<file path="config.mk">
export PLATFORM = sky130hd
export DESIGN_NAME = frt_timer
export DESIGN_NICKNAME = d
export VERILOG_FILES = /design/src/frt_pkg.sv /design/src/frt_cap_mem.sv /design/src/frt_timer.sv
export SDC_FILE = /design/constraint.sdc
export NUM_CORES = 1
export LEC_CHECK = 0
export BUFFER_PORTS_ARGS = -buffer_cell sky130_fd_sc_hd__buf_4
export CAP_MARGIN = 20
export CORE_UTILIZATION = 30
export DETAILED_ROUTE_END_ITERATION = 8
export PLACE_DENSITY = 0.45
export SLEW_MARGIN = 0
export SYNTH_ARGS = -nofsm -noshare
export SYNTH_HDL_FRONTEND = slang
export SYNTH_HIERARCHICAL = 1
export SYNTH_SLANG_ARGS = --single-unit
</file>
<file path="constraint.sdc">
create_clock -name CLK_SYS -period 3.3 [get_ports CLK_SYS]
set_input_delay 0.66 -clock CLK_SYS [delete_from_list [all_inputs] [get_ports CLK_SYS]]
set_output_delay 0.66 -clock CLK_SYS [all_outputs]
set_load 0.01 [all_outputs]
</file>
<file path="src/frt_pkg.sv">
// Package: register map, field positions, reset values and timing counts
// for the free-running timer with four input capture channels.
// Assumes a 32-bit AHB-Lite register bus, one word per register.
package frt_pkg;
    // -------------------------------------------------------------------
    // Register byte offsets
    // -------------------------------------------------------------------
    localparam logic [7:0] OFF_CAP0 = 8'h00;
    localparam logic [7:0] OFF_CAP1 = 8'h04;
    localparam logic [7:0] OFF_CAP2 = 8'h08;
    localparam logic [7:0] OFF_CAP3 = 8'h0C;
    localparam logic [7:0] OFF_CAP_CTRL = 8'h10;
    localparam logic [7:0] OFF_COUNT = 8'h14;
    localparam logic [7:0] OFF_TCTRL = 8'h18;
    localparam logic [7:0] OFF_IRQ_STAT = 8'h1C;
    localparam logic [7:0] OFF_IRQ_MASK = 8'h20;
    localparam logic [7:0] OFF_XFER_EN = 8'h24;

    // -------------------------------------------------------------------
    // Timer control fields
    // -------------------------------------------------------------------
    localparam int TC_DIV_LSB = 0;
    localparam int TC_ZERO_BIT = 4;
    localparam int TC_RUN_BIT = 5;
    localparam logic [31:0] TC_RESET = 32'h0000_0020;
    localparam logic [15:0] COUNT_RESET = 16'h0000;

    // Capture control: two bits per channel at 2*ch
    localparam logic [1:0] EDGE_NONE = 2'h0;
    localparam logic [1:0] EDGE_RISE = 2'h1;
    localparam logic [1:0] EDGE_FALL = 2'h2;
    localparam logic [1:0] EDGE_BOTH = 2'h3;
    localparam logic [31:0] CAP_CTRL_RESET = 32'h0000_0000;

    // Status / mask / transfer-enable layout: bits 0..3 capture, bit 4 overflow
    localparam int EV_OVF_BIT = 4;
    localparam int EV_WIDTH = 5;
    localparam logic [4:0] EV_RESET = 5'h00;

    // Prescaler division exponents for the four rates (1, 2, 4, 8)
    localparam logic [3:0] DIV_SHIFT0 = 4'h0;
    localparam logic [3:0] DIV_SHIFT1 = 4'h1;
    localparam logic [3:0] DIV_SHIFT2 = 4'h2;
    localparam logic [3:0] DIV_SHIFT3 = 4'h3;
endpackage : frt_pkg

</file>
<file path="src/frt_cap_mem.sv">
// Small memory holding the four captured counter values.
// Assumes one write port, one read port, single clock; read data registered.
`timescale 1ns/100ps
`default_nettype none
module frt_cap_mem #(
    parameter int WIDTH = 16,
    parameter int DEPTH = 4,
    parameter int AW = 2
) (
    input wire logic clk,
    input wire logic wr_en,
    input wire logic [AW-1:0] wr_addr,
    input wire logic [WIDTH-1:0] wr_data,
    input wire logic [AW-1:0] rd_addr,
    output logic [WIDTH-1:0] rd_data
);
    logic [WIDTH-1:0] mem [DEPTH];

    // Contents are left undefined by reset, as captured data have no reset value
    always_ff @(posedge clk) begin
        if (wr_en) begin
            mem[wr_addr] <= wr_data;
        end
    end

    always_ff @(posedge clk) begin
        rd_data <= mem[rd_addr];
    end
endmodule // frt_cap_mem
`default_nettype wire

</file>
<file path="src/frt_timer.sv">
// Free-running 16-bit timer with prescaler and four input capture channels,
// register access over AHB-Lite, one level interrupt output.
// Assumes CLK_SYS at 50 MHz, synchronous active-high RESET, pins asynchronous.
//
// Behaviour
// - One 16-bit up counter advances once per prescaled count clock.
// - Prescaler offers four division rates chosen by software.
// - Counter overflow raises an overflow interrupt when enabled.
// - Overflow interrupt can also trigger the auto transfer service request.
// - Counter clears to zero on reset or on software zero-bit write.
// - Counter value feeds every capture channel as common time base.
// - Selected edge stores the current counter value in that channel's register.
// - Each channel selects rising, falling or both edges.
// - Capture edge raises an interrupt when that channel is enabled.
// - Capture interrupt can trigger the auto transfer service request.
// - Two units of two pins each give four independent capture channels.
// - Capture registers are read-only; writes ignored; undefined after reset.
// - Counter value register is readable and writable by software.
`timescale 1ns/100ps
`default_nettype none
module frt_timer #(
    parameter int NCH = 4,
    parameter int CW = 16
) (
    input wire logic CLK_SYS,
    input wire logic RESET,
    input wire logic HSEL,
    input wire logic [31:0] HADDR,
    input wire logic [1:0] HTRANS,
    input wire logic HWRITE,
    input wire logic [2:0] HSIZE,
    input wire logic [31:0] HWDATA,
    input wire logic HREADY,
    output logic [31:0] HRDATA,
    output logic HREADYOUT,
    output logic HRESP,
    input wire logic [NCH-1:0] CAPTURE_IN,
    output logic IRQ,
    output logic [frt_pkg::EV_WIDTH-1:0] XFER_REQ,
    output logic [CW-1:0] COUNT_OUT
);
    // -------------------------------------------------------------------
    // Functions
    // -------------------------------------------------------------------
    function automatic logic [3:0] div_shift(input logic [1:0] sel);
        case (sel)
            2'h0: div_shift = frt_pkg::DIV_SHIFT0;
            2'h1: div_shift = frt_pkg::DIV_SHIFT1;
            2'h2: div_shift = frt_pkg::DIV_SHIFT2;
            default: div_shift = frt_pkg::DIV_SHIFT3;
        endcase
    endfunction

    function automatic logic edge_hit(input logic [1:0] mode, input logic prev, input logic cur);
        case (mode)
            frt_pkg::EDGE_RISE: edge_hit = !prev && cur;
            frt_pkg::EDGE_FALL: edge_hit = prev && !cur;
            frt_pkg::EDGE_BOTH: edge_hit = prev != cur;
            default: edge_hit = 1'b0;
        endcase
    endfunction

    // -------------------------------------------------------------------
    // Bus state
    // -------------------------------------------------------------------
    typedef enum logic [1:0] {ST_IDLE, ST_WRITE, ST_READ_WAIT, ST_READ} frt_bus_t;
    frt_bus_t bus_reg;
    logic [7:0] addr_reg;
    logic [31:0] tctrl_reg;
    logic [31:0] cap_ctrl_reg;
    logic [frt_pkg::EV_WIDTH-1:0] stat_reg;
    logic [frt_pkg::EV_WIDTH-1:0] mask_reg;
    logic [frt_pkg::EV_WIDTH-1:0] xfer_en_reg;
    logic [CW-1:0] count_reg;
    logic [7:0] pre_reg;
    logic [NCH-1:0] s1_reg;
    logic [NCH-1:0] s2_reg;
    logic [NCH-1:0] s3_reg;
    logic [NCH-1:0] lvl_reg;
    logic [CW-1:0] mem_rdata;
    logic [1:0] mem_raddr;
    logic byp_reg;
    logic [CW-1:0] byp_val_reg;
    logic addr_take;
    logic wr_act;
    logic rd_stat;
    logic tick;
    logic ovf;
    logic count_wr;
    logic zero_wr;
    logic [NCH-1:0] cap_hit;
    logic cap_we;
    logic [1:0] cap_ch;
    logic [frt_pkg::EV_WIDTH-1:0] events;
    logic [frt_pkg::EV_WIDTH-1:0] stat_next;

    assign addr_take = HSEL && HREADY && HTRANS[1];
    assign wr_act = (bus_reg == ST_WRITE);
    assign count_wr = wr_act && addr_reg == frt_pkg::OFF_COUNT;
    assign zero_wr = wr_act && addr_reg == frt_pkg::OFF_TCTRL && HWDATA[frt_pkg::TC_ZERO_BIT];
    // Clear on the edge that loads HRDATA, so an event in between is kept
    assign rd_stat = (bus_reg == ST_READ_WAIT) && addr_reg == frt_pkg::OFF_IRQ_STAT;

    // -------------------------------------------------------------------
    // AHB-Lite slave: writes take one data cycle, reads one wait state
    // -------------------------------------------------------------------
    always_ff @(posedge CLK_SYS) begin
        if (RESET) begin
            bus_reg <= ST_IDLE;
            addr_reg <= 8'h00;
        end else begin
            case (bus_reg)
                ST_READ_WAIT: bus_reg <= ST_READ;
                default: begin
                    if (addr_take) begin
                        addr_reg <= {HADDR[7:2], 2'b00};
                        bus_reg <= HWRITE ? ST_WRITE : ST_READ_WAIT;
                    end else begin
                        bus_reg <= ST_IDLE;
                    end
                end
            endcase
        end
    end

    // Wait state gives the capture memory its registered read cycle
    always_ff @(posedge CLK_SYS) begin
        if (RESET) begin
            HREADYOUT <= 1'b1;
        end else if (addr_take && !HWRITE && bus_reg != ST_READ_WAIT) begin
            HREADYOUT <= 1'b0;
        end else begin
            HREADYOUT <= 1'b1;
        end
    end

    // Word-only slave with no error cases
    always_ff @(posedge CLK_SYS) begin
        HRESP <= 1'b0;
    end

    // Read launched on the address edge so its data stand in the wait state
    assign mem_raddr = HADDR[3:2];

    always_ff @(posedge CLK_SYS) begin
        if (RESET) begin
            HRDATA <= 32'h0000_0000;
        end else if (bus_reg == ST_READ_WAIT) begin
            case (addr_reg)
                frt_pkg::OFF_CAP0, frt_pkg::OFF_CAP1,
                frt_pkg::OFF_CAP2, frt_pkg::OFF_CAP3: HRDATA <= {16'h0000, byp_reg ? byp_val_reg : mem_rdata};
                frt_pkg::OFF_CAP_CTRL: HRDATA <= cap_ctrl_reg;
                frt_pkg::OFF_COUNT: HRDATA <= {16'h0000, count_reg};
                frt_pkg::OFF_TCTRL: HRDATA <= tctrl_reg;
                frt_pkg::OFF_IRQ_STAT: HRDATA <= {27'h0000000, stat_reg};
                frt_pkg::OFF_IRQ_MASK: HRDATA <= {27'h0000000, mask_reg};
                frt_pkg::OFF_XFER_EN: HRDATA <= {27'h0000000, xfer_en_reg};
                default: HRDATA <= 32'h0000_0000;
            endcase
        end
    end

    // -------------------------------------------------------------------
    // Control registers (capture registers have no write path)
    // -------------------------------------------------------------------
    always_ff @(posedge CLK_SYS) begin
        if (RESET) begin
            tctrl_reg <= frt_pkg::TC_RESET;
            cap_ctrl_reg <= frt_pkg::CAP_CTRL_RESET;
            mask_reg <= frt_pkg::EV_RESET;
            xfer_en_reg <= frt_pkg::EV_RESET;
        end else if (wr_act) begin
            case (addr_reg)
                frt_pkg::OFF_TCTRL: begin
                    // Zero bit is a strobe and always reads back as 0
                    tctrl_reg <= {26'h0000000, HWDATA[frt_pkg::TC_RUN_BIT], 1'b0,
                                  2'b00, HWDATA[1:0]};
                end
                frt_pkg::OFF_CAP_CTRL: cap_ctrl_reg <= {24'h000000, HWDATA[7:0]};
                frt_pkg::OFF_IRQ_MASK: mask_reg <= HWDATA[frt_pkg::EV_WIDTH-1:0];
                frt_pkg::OFF_XFER_EN: xfer_en_reg <= HWDATA[frt_pkg::EV_WIDTH-1:0];
                default: ;
            endcase
        end
    end

    // -------------------------------------------------------------------
    // Prescaler and counter
    // -------------------------------------------------------------------
    always_ff @(posedge CLK_SYS) begin
        if (RESET || zero_wr) begin
            pre_reg <= 8'h00;
        end else begin
            pre_reg <= pre_reg + 8'h01;
        end
    end

    // Tick once every 2^shift machine clocks
    assign tick = tctrl_reg[frt_pkg::TC_RUN_BIT] &&
                  ((pre_reg & ((8'h01 << div_shift(tctrl_reg[1:0])) - 8'h01)) == 8'h00);
    assign ovf = tick && !count_wr && !zero_wr && count_reg == {CW{1'b1}};

    always_ff @(posedge CLK_SYS) begin
        if (RESET || zero_wr) begin
            count_reg <= frt_pkg::COUNT_RESET;
        end else if (count_wr) begin
            count_reg <= HWDATA[CW-1:0];
        end else if (tick) begin
            count_reg <= count_reg + 1'b1;
        end
    end

    // Registered copy keeps the output straight from a flip-flop
    always_ff @(posedge CLK_SYS) begin
        if (RESET) begin
            COUNT_OUT <= '0;
        end else begin
            COUNT_OUT <= count_reg;
        end
    end

    // -------------------------------------------------------------------
    // Capture pins: three-stage synchroniser, change counts when 2 and 3 agree
    // -------------------------------------------------------------------
    always_ff @(posedge CLK_SYS) begin
        if (RESET) begin
            s1_reg <= '0;
            s2_reg <= '0;
            s3_reg <= '0;
            lvl_reg <= '0;
        end else begin
            s1_reg <= CAPTURE_IN;
            s2_reg <= s1_reg;
            s3_reg <= s2_reg;
            for (int i = 0; i < NCH; i++) begin
                if (s2_reg[i] == s3_reg[i]) begin
                    lvl_reg[i] <= s3_reg[i];
                end
            end
        end
    end

    always_comb begin
        for (int i = 0; i < NCH; i++) begin
            cap_hit[i] = (s2_reg[i] == s3_reg[i]) &&
                         edge_hit(cap_ctrl_reg[2*i +: 2], lvl_reg[i], s3_reg[i]);
        end
    end

    // One memory write port: simultaneous hits on several channels are
    // serialised by holding the lower-priority ones, one write per cycle, channel 0 first.
    logic [NCH-1:0] pend_reg;
    logic [CW-1:0] stamp_reg [NCH];
    logic [NCH-1:0] want;
    assign want = pend_reg | cap_hit;

    always_comb begin
        cap_we = 1'b0;
        cap_ch = 2'h0;
        for (int i = NCH - 1; i >= 0; i--) begin
            if (want[i]) begin
                cap_we = 1'b1;
                cap_ch = i[1:0];
            end
        end
    end

    always_ff @(posedge CLK_SYS) begin
        if (RESET) begin
            pend_reg <= '0;
        end else begin
            for (int i = 0; i < NCH; i++) begin
                if (cap_hit[i]) begin
                    stamp_reg[i] <= count_reg;
                end
                // A fresh hit while its older stamp is written stays pending
                pend_reg[i] <= want[i] && !(cap_we && cap_ch == i[1:0] && !(pend_reg[i] && cap_hit[i]));
            end
        end
    end

    logic [CW-1:0] wr_val;
    assign wr_val = pend_reg[cap_ch] ? stamp_reg[cap_ch] : count_reg;

    frt_cap_mem #(
        .WIDTH(CW),
        .DEPTH(NCH),
        .AW(2)
    ) u_mem (
        .clk(CLK_SYS),
        .wr_en(cap_we),
        .wr_addr(cap_ch),
        .wr_data(wr_val),
        .rd_addr(mem_raddr),
        .rd_data(mem_rdata)
    );

    // Registered memory read misses a capture written on the read's address
    // edge; that value is kept here and returned instead
    always_ff @(posedge CLK_SYS) begin
        if (RESET) begin
            byp_reg <= 1'b0;
        end else begin
            byp_reg <= cap_we && cap_ch == HADDR[3:2];
        end
        byp_val_reg <= wr_val;
    end

    // -------------------------------------------------------------------
    // Events, sticky status, interrupt and transfer requests
    // -------------------------------------------------------------------
    assign events = {ovf, cap_hit};
    assign stat_next = (rd_stat ? '0 : stat_reg) | events;

    // New events win over the read-clear in the same cycle
    always_ff @(posedge CLK_SYS) begin
        if (RESET) begin
            stat_reg <= frt_pkg::EV_RESET;
        end else begin
            stat_reg <= stat_next;
        end
    end

    always_ff @(posedge CLK_SYS) begin
        if (RESET) begin
            IRQ <= 1'b0;
        end else begin
            IRQ <= |(stat_next & mask_reg);
        end
    end

    // Transfer request pulses once per event, gated by its own enable
    always_ff @(posedge CLK_SYS) begin
        if (RESET) begin
            XFER_REQ <= '0;
        end else begin
            XFER_REQ <= events & xfer_en_reg;
        end
    end
endmodule // frt_timer
`default_nettype wire

</file>
==> qor.yml, run 1 <==
timing:
  min_period_ns: 2.87
  relSlewSlack: 0.433
  timing.final.ws_setup_ns: 0.433
  tns_ns: 0
  fin_hold_ws_ns: 0.370
  rsz0062_at_grt: "false"
  finalCritPeriodShare: 0.869
  max_freq_ghz: 0.349
  fin_skew_ns: 0.0158
  hold_viol: 0
  tightest_slew_ns: 0.849
  finalSetupViolations: 0
  finalMaxSlewViolations: 0
floorplan:
  fp-row-count: 69
  die-area_um2: 37500
  io_pins: 134
  die_h_um: 194
  die_x_um: 194
  start_util: 0.307
  core_um2: 35800
route:
  drt-initial-drc-count: 408
  routed_wl_um: 28200
  vias_per_cell: 4.71
  first_pass_iters: 5
  drtAntennaViolNets: 0
  route.detailed.drc: 0
  routedWlPerCell_um: 19.2
  dr_total_vias: 6905
clocking:
  cts_setup_buffers: 0
  clock_latency_ns: 0.50
  cts.reportedPaths.clkPinSlew_ns: 0.06
  clockBufferDepth: 3
  cts-root-buf: "clkbuf_16"
  htreeDepth: 2
  cts_tree: "built"
  postCtsHoldBufs: 0
  cts_buffers: 34
  cts_sinks: 278
  cts_resized: 0
place:
  dp_slack_ns: 0.442
  place_inst: 1402
  gp_congestion: 0.777
  dpl_cell_area_um2: 12200
  io_buffers: 70
  hpwl_um: 18400
logic_synthesis:
  synth_adder_area_share: 0.0134
  synth_top_family_by_area: "compound AO/OA/AOI/OAI gates"
  async_flop_share: 0
  ys_warn_count: 6
  synth-simple-area-share: 0.104
  synthMuxAreaShare: 0.0883
  synth_xor_area_frac: 0.0207
  yosys_most_used_dff: "dfxtp_1"
  seq_area_frac_synth: 0.622
  synthCells: 870
  synth_compound_area_frac: 0.109
  synth_edf_count: 128
  avgSynthCellArea_um2: 12.7
  synth_area_um2: 11000
  ys_ff_latch: 278
  synth.distinct_cells: 63
critical_path:
  worstPathArrival_ns: 3.07
  path_class: "register to register"
  r2r_slack_ns: 0.43
  start_kind: "register"
  cp.required_ns: 3.50
  crit_family: "compound AO/OA/AOI/OAI gates"
  path_cells: "inv_1 > ha_1 > nand2b_1 > a311oi_4 > nor4_2 > nor2b_1 > buf_4 > a22o_1 > o32a_1"
  critPathMaxFanout: 16
  cp-end-kind: "register"
  cp_num_buf_inv: 2
  max_stage_delay_ns: 0.51
  crit_slowest_cell: "a311oi_4"
status:
  status: "completed"
power_and_ir_drop:
  irDropWorstVdd_mv: 0.314
  p_per_area_nw_per_um2: 570
  leakage_nw: 5.13
global_route:
  grt_pass1_wl_um: 42800
  grt_pass1_vias: 6870
  grt_overflow_total: 0
  antenna_found_initial: 0
  grt_max_degree: 61
  grt_usage: 0.149
finish:
  finalNonFillerCells: 1466
  layout_commonest_cell: "dfxtp_1"
  syn2layout_area_growth_pct: 21.4
  final_cell_area_um2: 13400
  drive_gt1_frac: 0.187
  finalNetCount: 1067
  final_cell_mix: "dfxtp_1, edfxtp_1, buf_4"
min_path:
  hold_path.class: "input port to register"
run:
  maxCapViolations: 0
==> cell families after synthesis <==
| logic type | Yosys count |
|---|---|
| muxes | 72 |
| and+or+nand+nor | 222 |
| buffers and inverters | 97 |
| xor gates and xnor gates | 26 |
| other | 1 |
| adders and majority gates | 12 |
| DFF | 278 |
| AOI/OAI and AO/OA | 162 |
==> per-layer routing <==
metal / up-vias / GRT usage / wire length [µm]
met5: - / 0 / 0
met4: 0 / 0.0394 / 487
met3: 35 / 0.0272 / 1260
met2: 139 / 0.230 / 12300
met1: 3367 / 0.215 / 14100
li1: 3364 / - / -
==> per-stage QoR <==
stage / power, mW / util
after CTS: 7.74 / 0.372
after floorplan: 3.89 / -
after global placement: 3.99 / 0.341
final: 7.62 / 0.373
after global routing: 7.88 / 0.373
after detailed placement: 4.00 / 0.341
==> report_power, final <==
part	leakage [nW]	internal [mW]	switching (mW)
sequential	2.38	3.62	0.0220
clock	0.541	2.31	1.40
combinational	2.21	0.114	0.160
total	5.13	6.04	1.58
==> tightest hold or removal path, delay by kind of cell <==
family	cells	cell delay, ns
and+or+nand+nor	2	0.09
buffers and inverters	1	0.09
==> final cells by class <==
cell class,count,area [µm²]
Multi-Input combinational cell,511,3760
Clock inverter,11,128
Antenna cell,1,2.50
Tap cell,461,577
Clock buffer,51,988
Fill cell,3492,22500
Sequential cell,278,6850
Inverter,36,135
Timing Repair Buffer,117,923
==> path summary, 6_finish.rpt <==
kind              cells past startpoint                 start                   endpoint
setup / recovery                      9  s3_reg[1]$_SDFF_PP0_  u_mem/mem[0][5]$_DFFE_PP_
hold / removal                        3                HWRITE       HREADYOUT$_SDFF_PP1_
setup reg to reg                      9  s3_reg[1]$_SDFF_PP0_  u_mem/mem[0][5]$_DFFE_PP_
hold reg to reg                       1  s1_reg[3]$_SDFF_PP0_       s2_reg[3]$_SDFF_PP0_
==> synth_stat cells (all sizes together), types with 2 or more instances <==
library cell  count  area (µm²)
a211oi           18         135
a21o             16         120
a21oi            47         235
a221oi            3        26.3
a22o             16         140
a2bb2oi          14         123
a311oi            4        58.8
and2              6        37.5
and3              6        37.5
and3b             3        26.3
and4              4        35.0
buf              30         211
clkbuf           31         116
dfxtp           150        3000
edfxtp          128        3840
ha               11         138
inv              36         135
mux2              3        33.8
mux2i            51         510
mux4             18         428
nand2            16        60.1
nand2b           11        76.3
nand3            14        70.1
nand4             5        31.3
nor2            103         387
nor2b            37         231
nor3              4        25.0
nor3b             2        15.0
nor4              6        71.3
o21ai             9        45.0
o21ba             2        20.0
o22a              2        17.5
o22ai             5        31.3
o32a             16         160
or3               3        18.8
xnor2            10        87.6
xor2             16         140
Power figures use the tool's default switching activity.
==> inputs of run 2 (changes only) <==
- CAP_MARGIN: 20 -> unset
- PLACE_DENSITY: 0.45 -> 0.44
- clock period: 3.3 -> 3.6 ns (I/O delays scaled with it)
==> run 2 against run 1 <==
Global-route usage barely moved. Largest cell class unchanged. Worst setup slack improved by 0.14 ns. Register-to-register slack improved by 0.14 ns. Critical path type unchanged. First-iteration DRC count fell by 12%. Clock skew fell by 0.00052 ns. Routed wire length barely moved. Flip-flop and latch count did not move.
==> qor.yml, run 2 (synthesis gave the netlist of run 1 again) <==
status:
  status: "completed"
route:
  vias_per_cell: 4.74  # +0.62%
  drtAntennaViolNets: 0  # unchanged
  route.detailed.drc: 0  # unchanged
  first_pass_iters: 5  # unchanged
  dr_total_vias: 6867  # -0.55%
  routed_wl_um: 28200  # about the same
  drt-initial-drc-count: 360  # -12%
  routedWlPerCell_um: 19.5  # +1.2%
critical_path:
  path_class: "register to register"
  r2r_slack_ns: 0.57  # +0.14 ns
  reg2regPathDepth: 9  # unchanged
  r2r_start: "s3_reg[3]$_SDFF_PP0_"
  cp.required_ns: 3.85  # +0.35 ns
  startpoint: "s3_reg[3]$_SDFF_PP0_"
  crit_family: "compound AO/OA/AOI/OAI gates"
  r2r-end: "u_mem/mem[0][5]$_DFFE_PP_"
  path_depth: 9  # unchanged
  max_stage_delay_ns: 0.62  # +0.11 ns
  endpoint: "u_mem/mem[0][5]$_DFFE_PP_"
  worstPathArrival_ns: 3.28  # +0.21 ns
  crit_slowest_cell: "a311oi_2"
  start_kind: "register"
  cp-end-kind: "register"
  critPathMaxFanout: 16  # unchanged
  cp_num_buf_inv: 2  # unchanged
  path_cells: "inv_1 > ha_1 > nand2b_1 > a311oi_2 > nor2_1 > a31oi_2 > buf_4 > a21oi_1 > o32a_1"
finish:
  fill_cells: 3486  # -0.17%
  final_cell_area_um2: 13100  # -1.9%
  layout_commonest_cell: "dfxtp_1"
  drive_gt1_frac: 0.177  # -0.00995
  syn2layout_area_growth_pct: 19.1
  finalNetCount: 1053  # -1.3%
  final_cell_mix: "dfxtp_1, edfxtp_1, buf_4"
power_and_ir_drop:
  combPwrFrac: 0.037  # about the same
  internal_power_mw: 5.24  # -13%
  p_per_area_nw_per_um2: 507  # -11%
  pwr-share-clk: 0.460  # -0.026
  power.total_mw: 6.64  # -13%
  p_seq_frac: 0.503  # +0.025
  power_switching_mw: 1.40  # -11%
  power_switching_share: 0.211  # +0.00334
  leakage_nw: 5.00  # -2.5%
  irDropWorstVdd_mv: 0.344  # +9.5%
place:
  dp_slack_ns: 0.618  # +0.177 ns
  io_buffers: 70  # unchanged
  gp_congestion: 0.813  # +4.7%
  dpl_cell_area_um2: 12100  # -0.72%
  hpwl_um: 18700  # +1.1%
clocking:
  cts_resized: 0  # unchanged
  postCtsHoldBufs: 0  # unchanged
  clockBufferDepth: 3  # unchanged
  clock_latency_ns: 0.55  # +0.05 ns
  htreeDepth: 1  # -1
  cts_tree: "built"
  cts.reportedPaths.clkPinSlew_ns: 0.06  # about the same
  cts_buffers: 31  # -8.8%
  cts-root-buf: "clkbuf_16"
  cts_setup_buffers: 0  # unchanged
  cts_sinks: 278  # unchanged
timing:
  hold_viol: 0  # unchanged
  relSlewSlack: 0.217  # -0.216
  fin_skew_ns: 0.0152  # -0.000519 ns
  timing.final.ws_setup_ns: 0.569  # +0.136 ns
  tightest_slew_ns: 1.18  # +0.326 ns
  min_period_ns: 3.03  # +0.164 ns
  finalCritPeriodShare: 0.842  # -0.0269
  fin_hold_ws_ns: 0.381  # +0.0107 ns
  finalMaxSlewViolations: 0  # unchanged
  max_freq_ghz: 0.330  # -5.4%
  finalSetupViolations: 0  # unchanged
  tns_ns: 0  # unchanged
  rsz0062_at_grt: "false"
floorplan:
  io_pins: 134  # unchanged
  die_h_um: 194  # unchanged
  die_x_um: 194  # unchanged
  core_um2: 35800  # unchanged
  fp-row-count: 69  # unchanged
  start_util: 0.307  # unchanged
  die-area_um2: 37500  # unchanged
global_route:
  grt_overflow_total: 0  # unchanged
  antenna_found_initial: 1  # +1
  grt_pass1_vias: 6833  # -0.54%
  grt_usage: 0.149  # -0.000258
  grt_pass1_wl_um: 42700  # -0.13%
  grt_max_degree: 38  # -38%
min_path:
  hold-path-cell-count: 3  # unchanged
  min-delay-start: "HWRITE"
  hold_path.class: "input port to register"
run:
  maxCapViolations: 0  # unchanged
==> run 2: cell types whose count changed in the layout (fill, tap and decap cells not counted), sizes merged <==
| cell | before | now |
|---|---|---|
| clkbuf | 51 | 47 |
| buf | 117 | 106 |
| clkinv | 8 | 7 |
| bufinv | 3 | 2 |
==> run 2: cell type report <==
type | count | area, µm² | area share
multi-input cells | 511 | 3760 | 0.287
diodes | 1 | 2.50 | 0.000191
clock inverters | 9 | 91.3 | 0.00697
flip-flops and latches | 278 | 6850 | 0.522
well taps | 461 | 577 | 0.0440
inverters | 36 | 135 | 0.0103
repair buffers | 106 | 808 | 0.0616
clock buffers | 47 | 886 | 0.0676
==> run 2: how the worst min path moves through the flow <==
stage	end	slack, ns
global route	s1_reg[2]$_SDFF_PP0_	0.36
global placement	s2_reg[0]$_SDFF_PP0_	0.43
detailed placement	s2_reg[1]$_SDFF_PP0_	0.43
CTS	HREADYOUT$_SDFF_PP1_	0.36
floorplan	s2_reg[0]$_SDFF_PP0_	0.41
finish	HREADYOUT$_SDFF_PP1_	0.38
==> run 2: worst min-delay path, delay by kind of cell <==
kind          cells  cell delay, ns
buf+inv           1            0.09
simple gates      2            0.09
==> run 2: per-stage QoR <==
step,cells,utilization
finish,1449,0.366
global route,1448,0.366
global placement,1392,0.339
floorplan,886,-
detailed placement,1392,0.339
CTS,1448,0.366
==> run 2: routing by layer <==
| layer | GRT usage | part of all wire |
|---|---|---|
| met5 | 0 | 0 |
| met4 | 0.0326 | 0.014 |
| met3 | 0.0200 | 0.037 |
| met2 | 0.231 | 0.45 |
| met1 | 0.220 | 0.50 |
==> run 2: power groups by stage <==
| stage | clock [mW] | combinational, mW | sequential [mW] |
|---|---|---|---|
| finish | 3.05 | 0.247 | 3.34 |
| global route | 3.27 | 0.272 | 3.34 |
| CTS | 3.14 | 0.253 | 3.34 |
| detailed placement | 0 | 0.252 | 3.41 |
| global placement | 0 | 0.251 | 3.41 |
| floorplan | 0 | 0.160 | 3.41 |
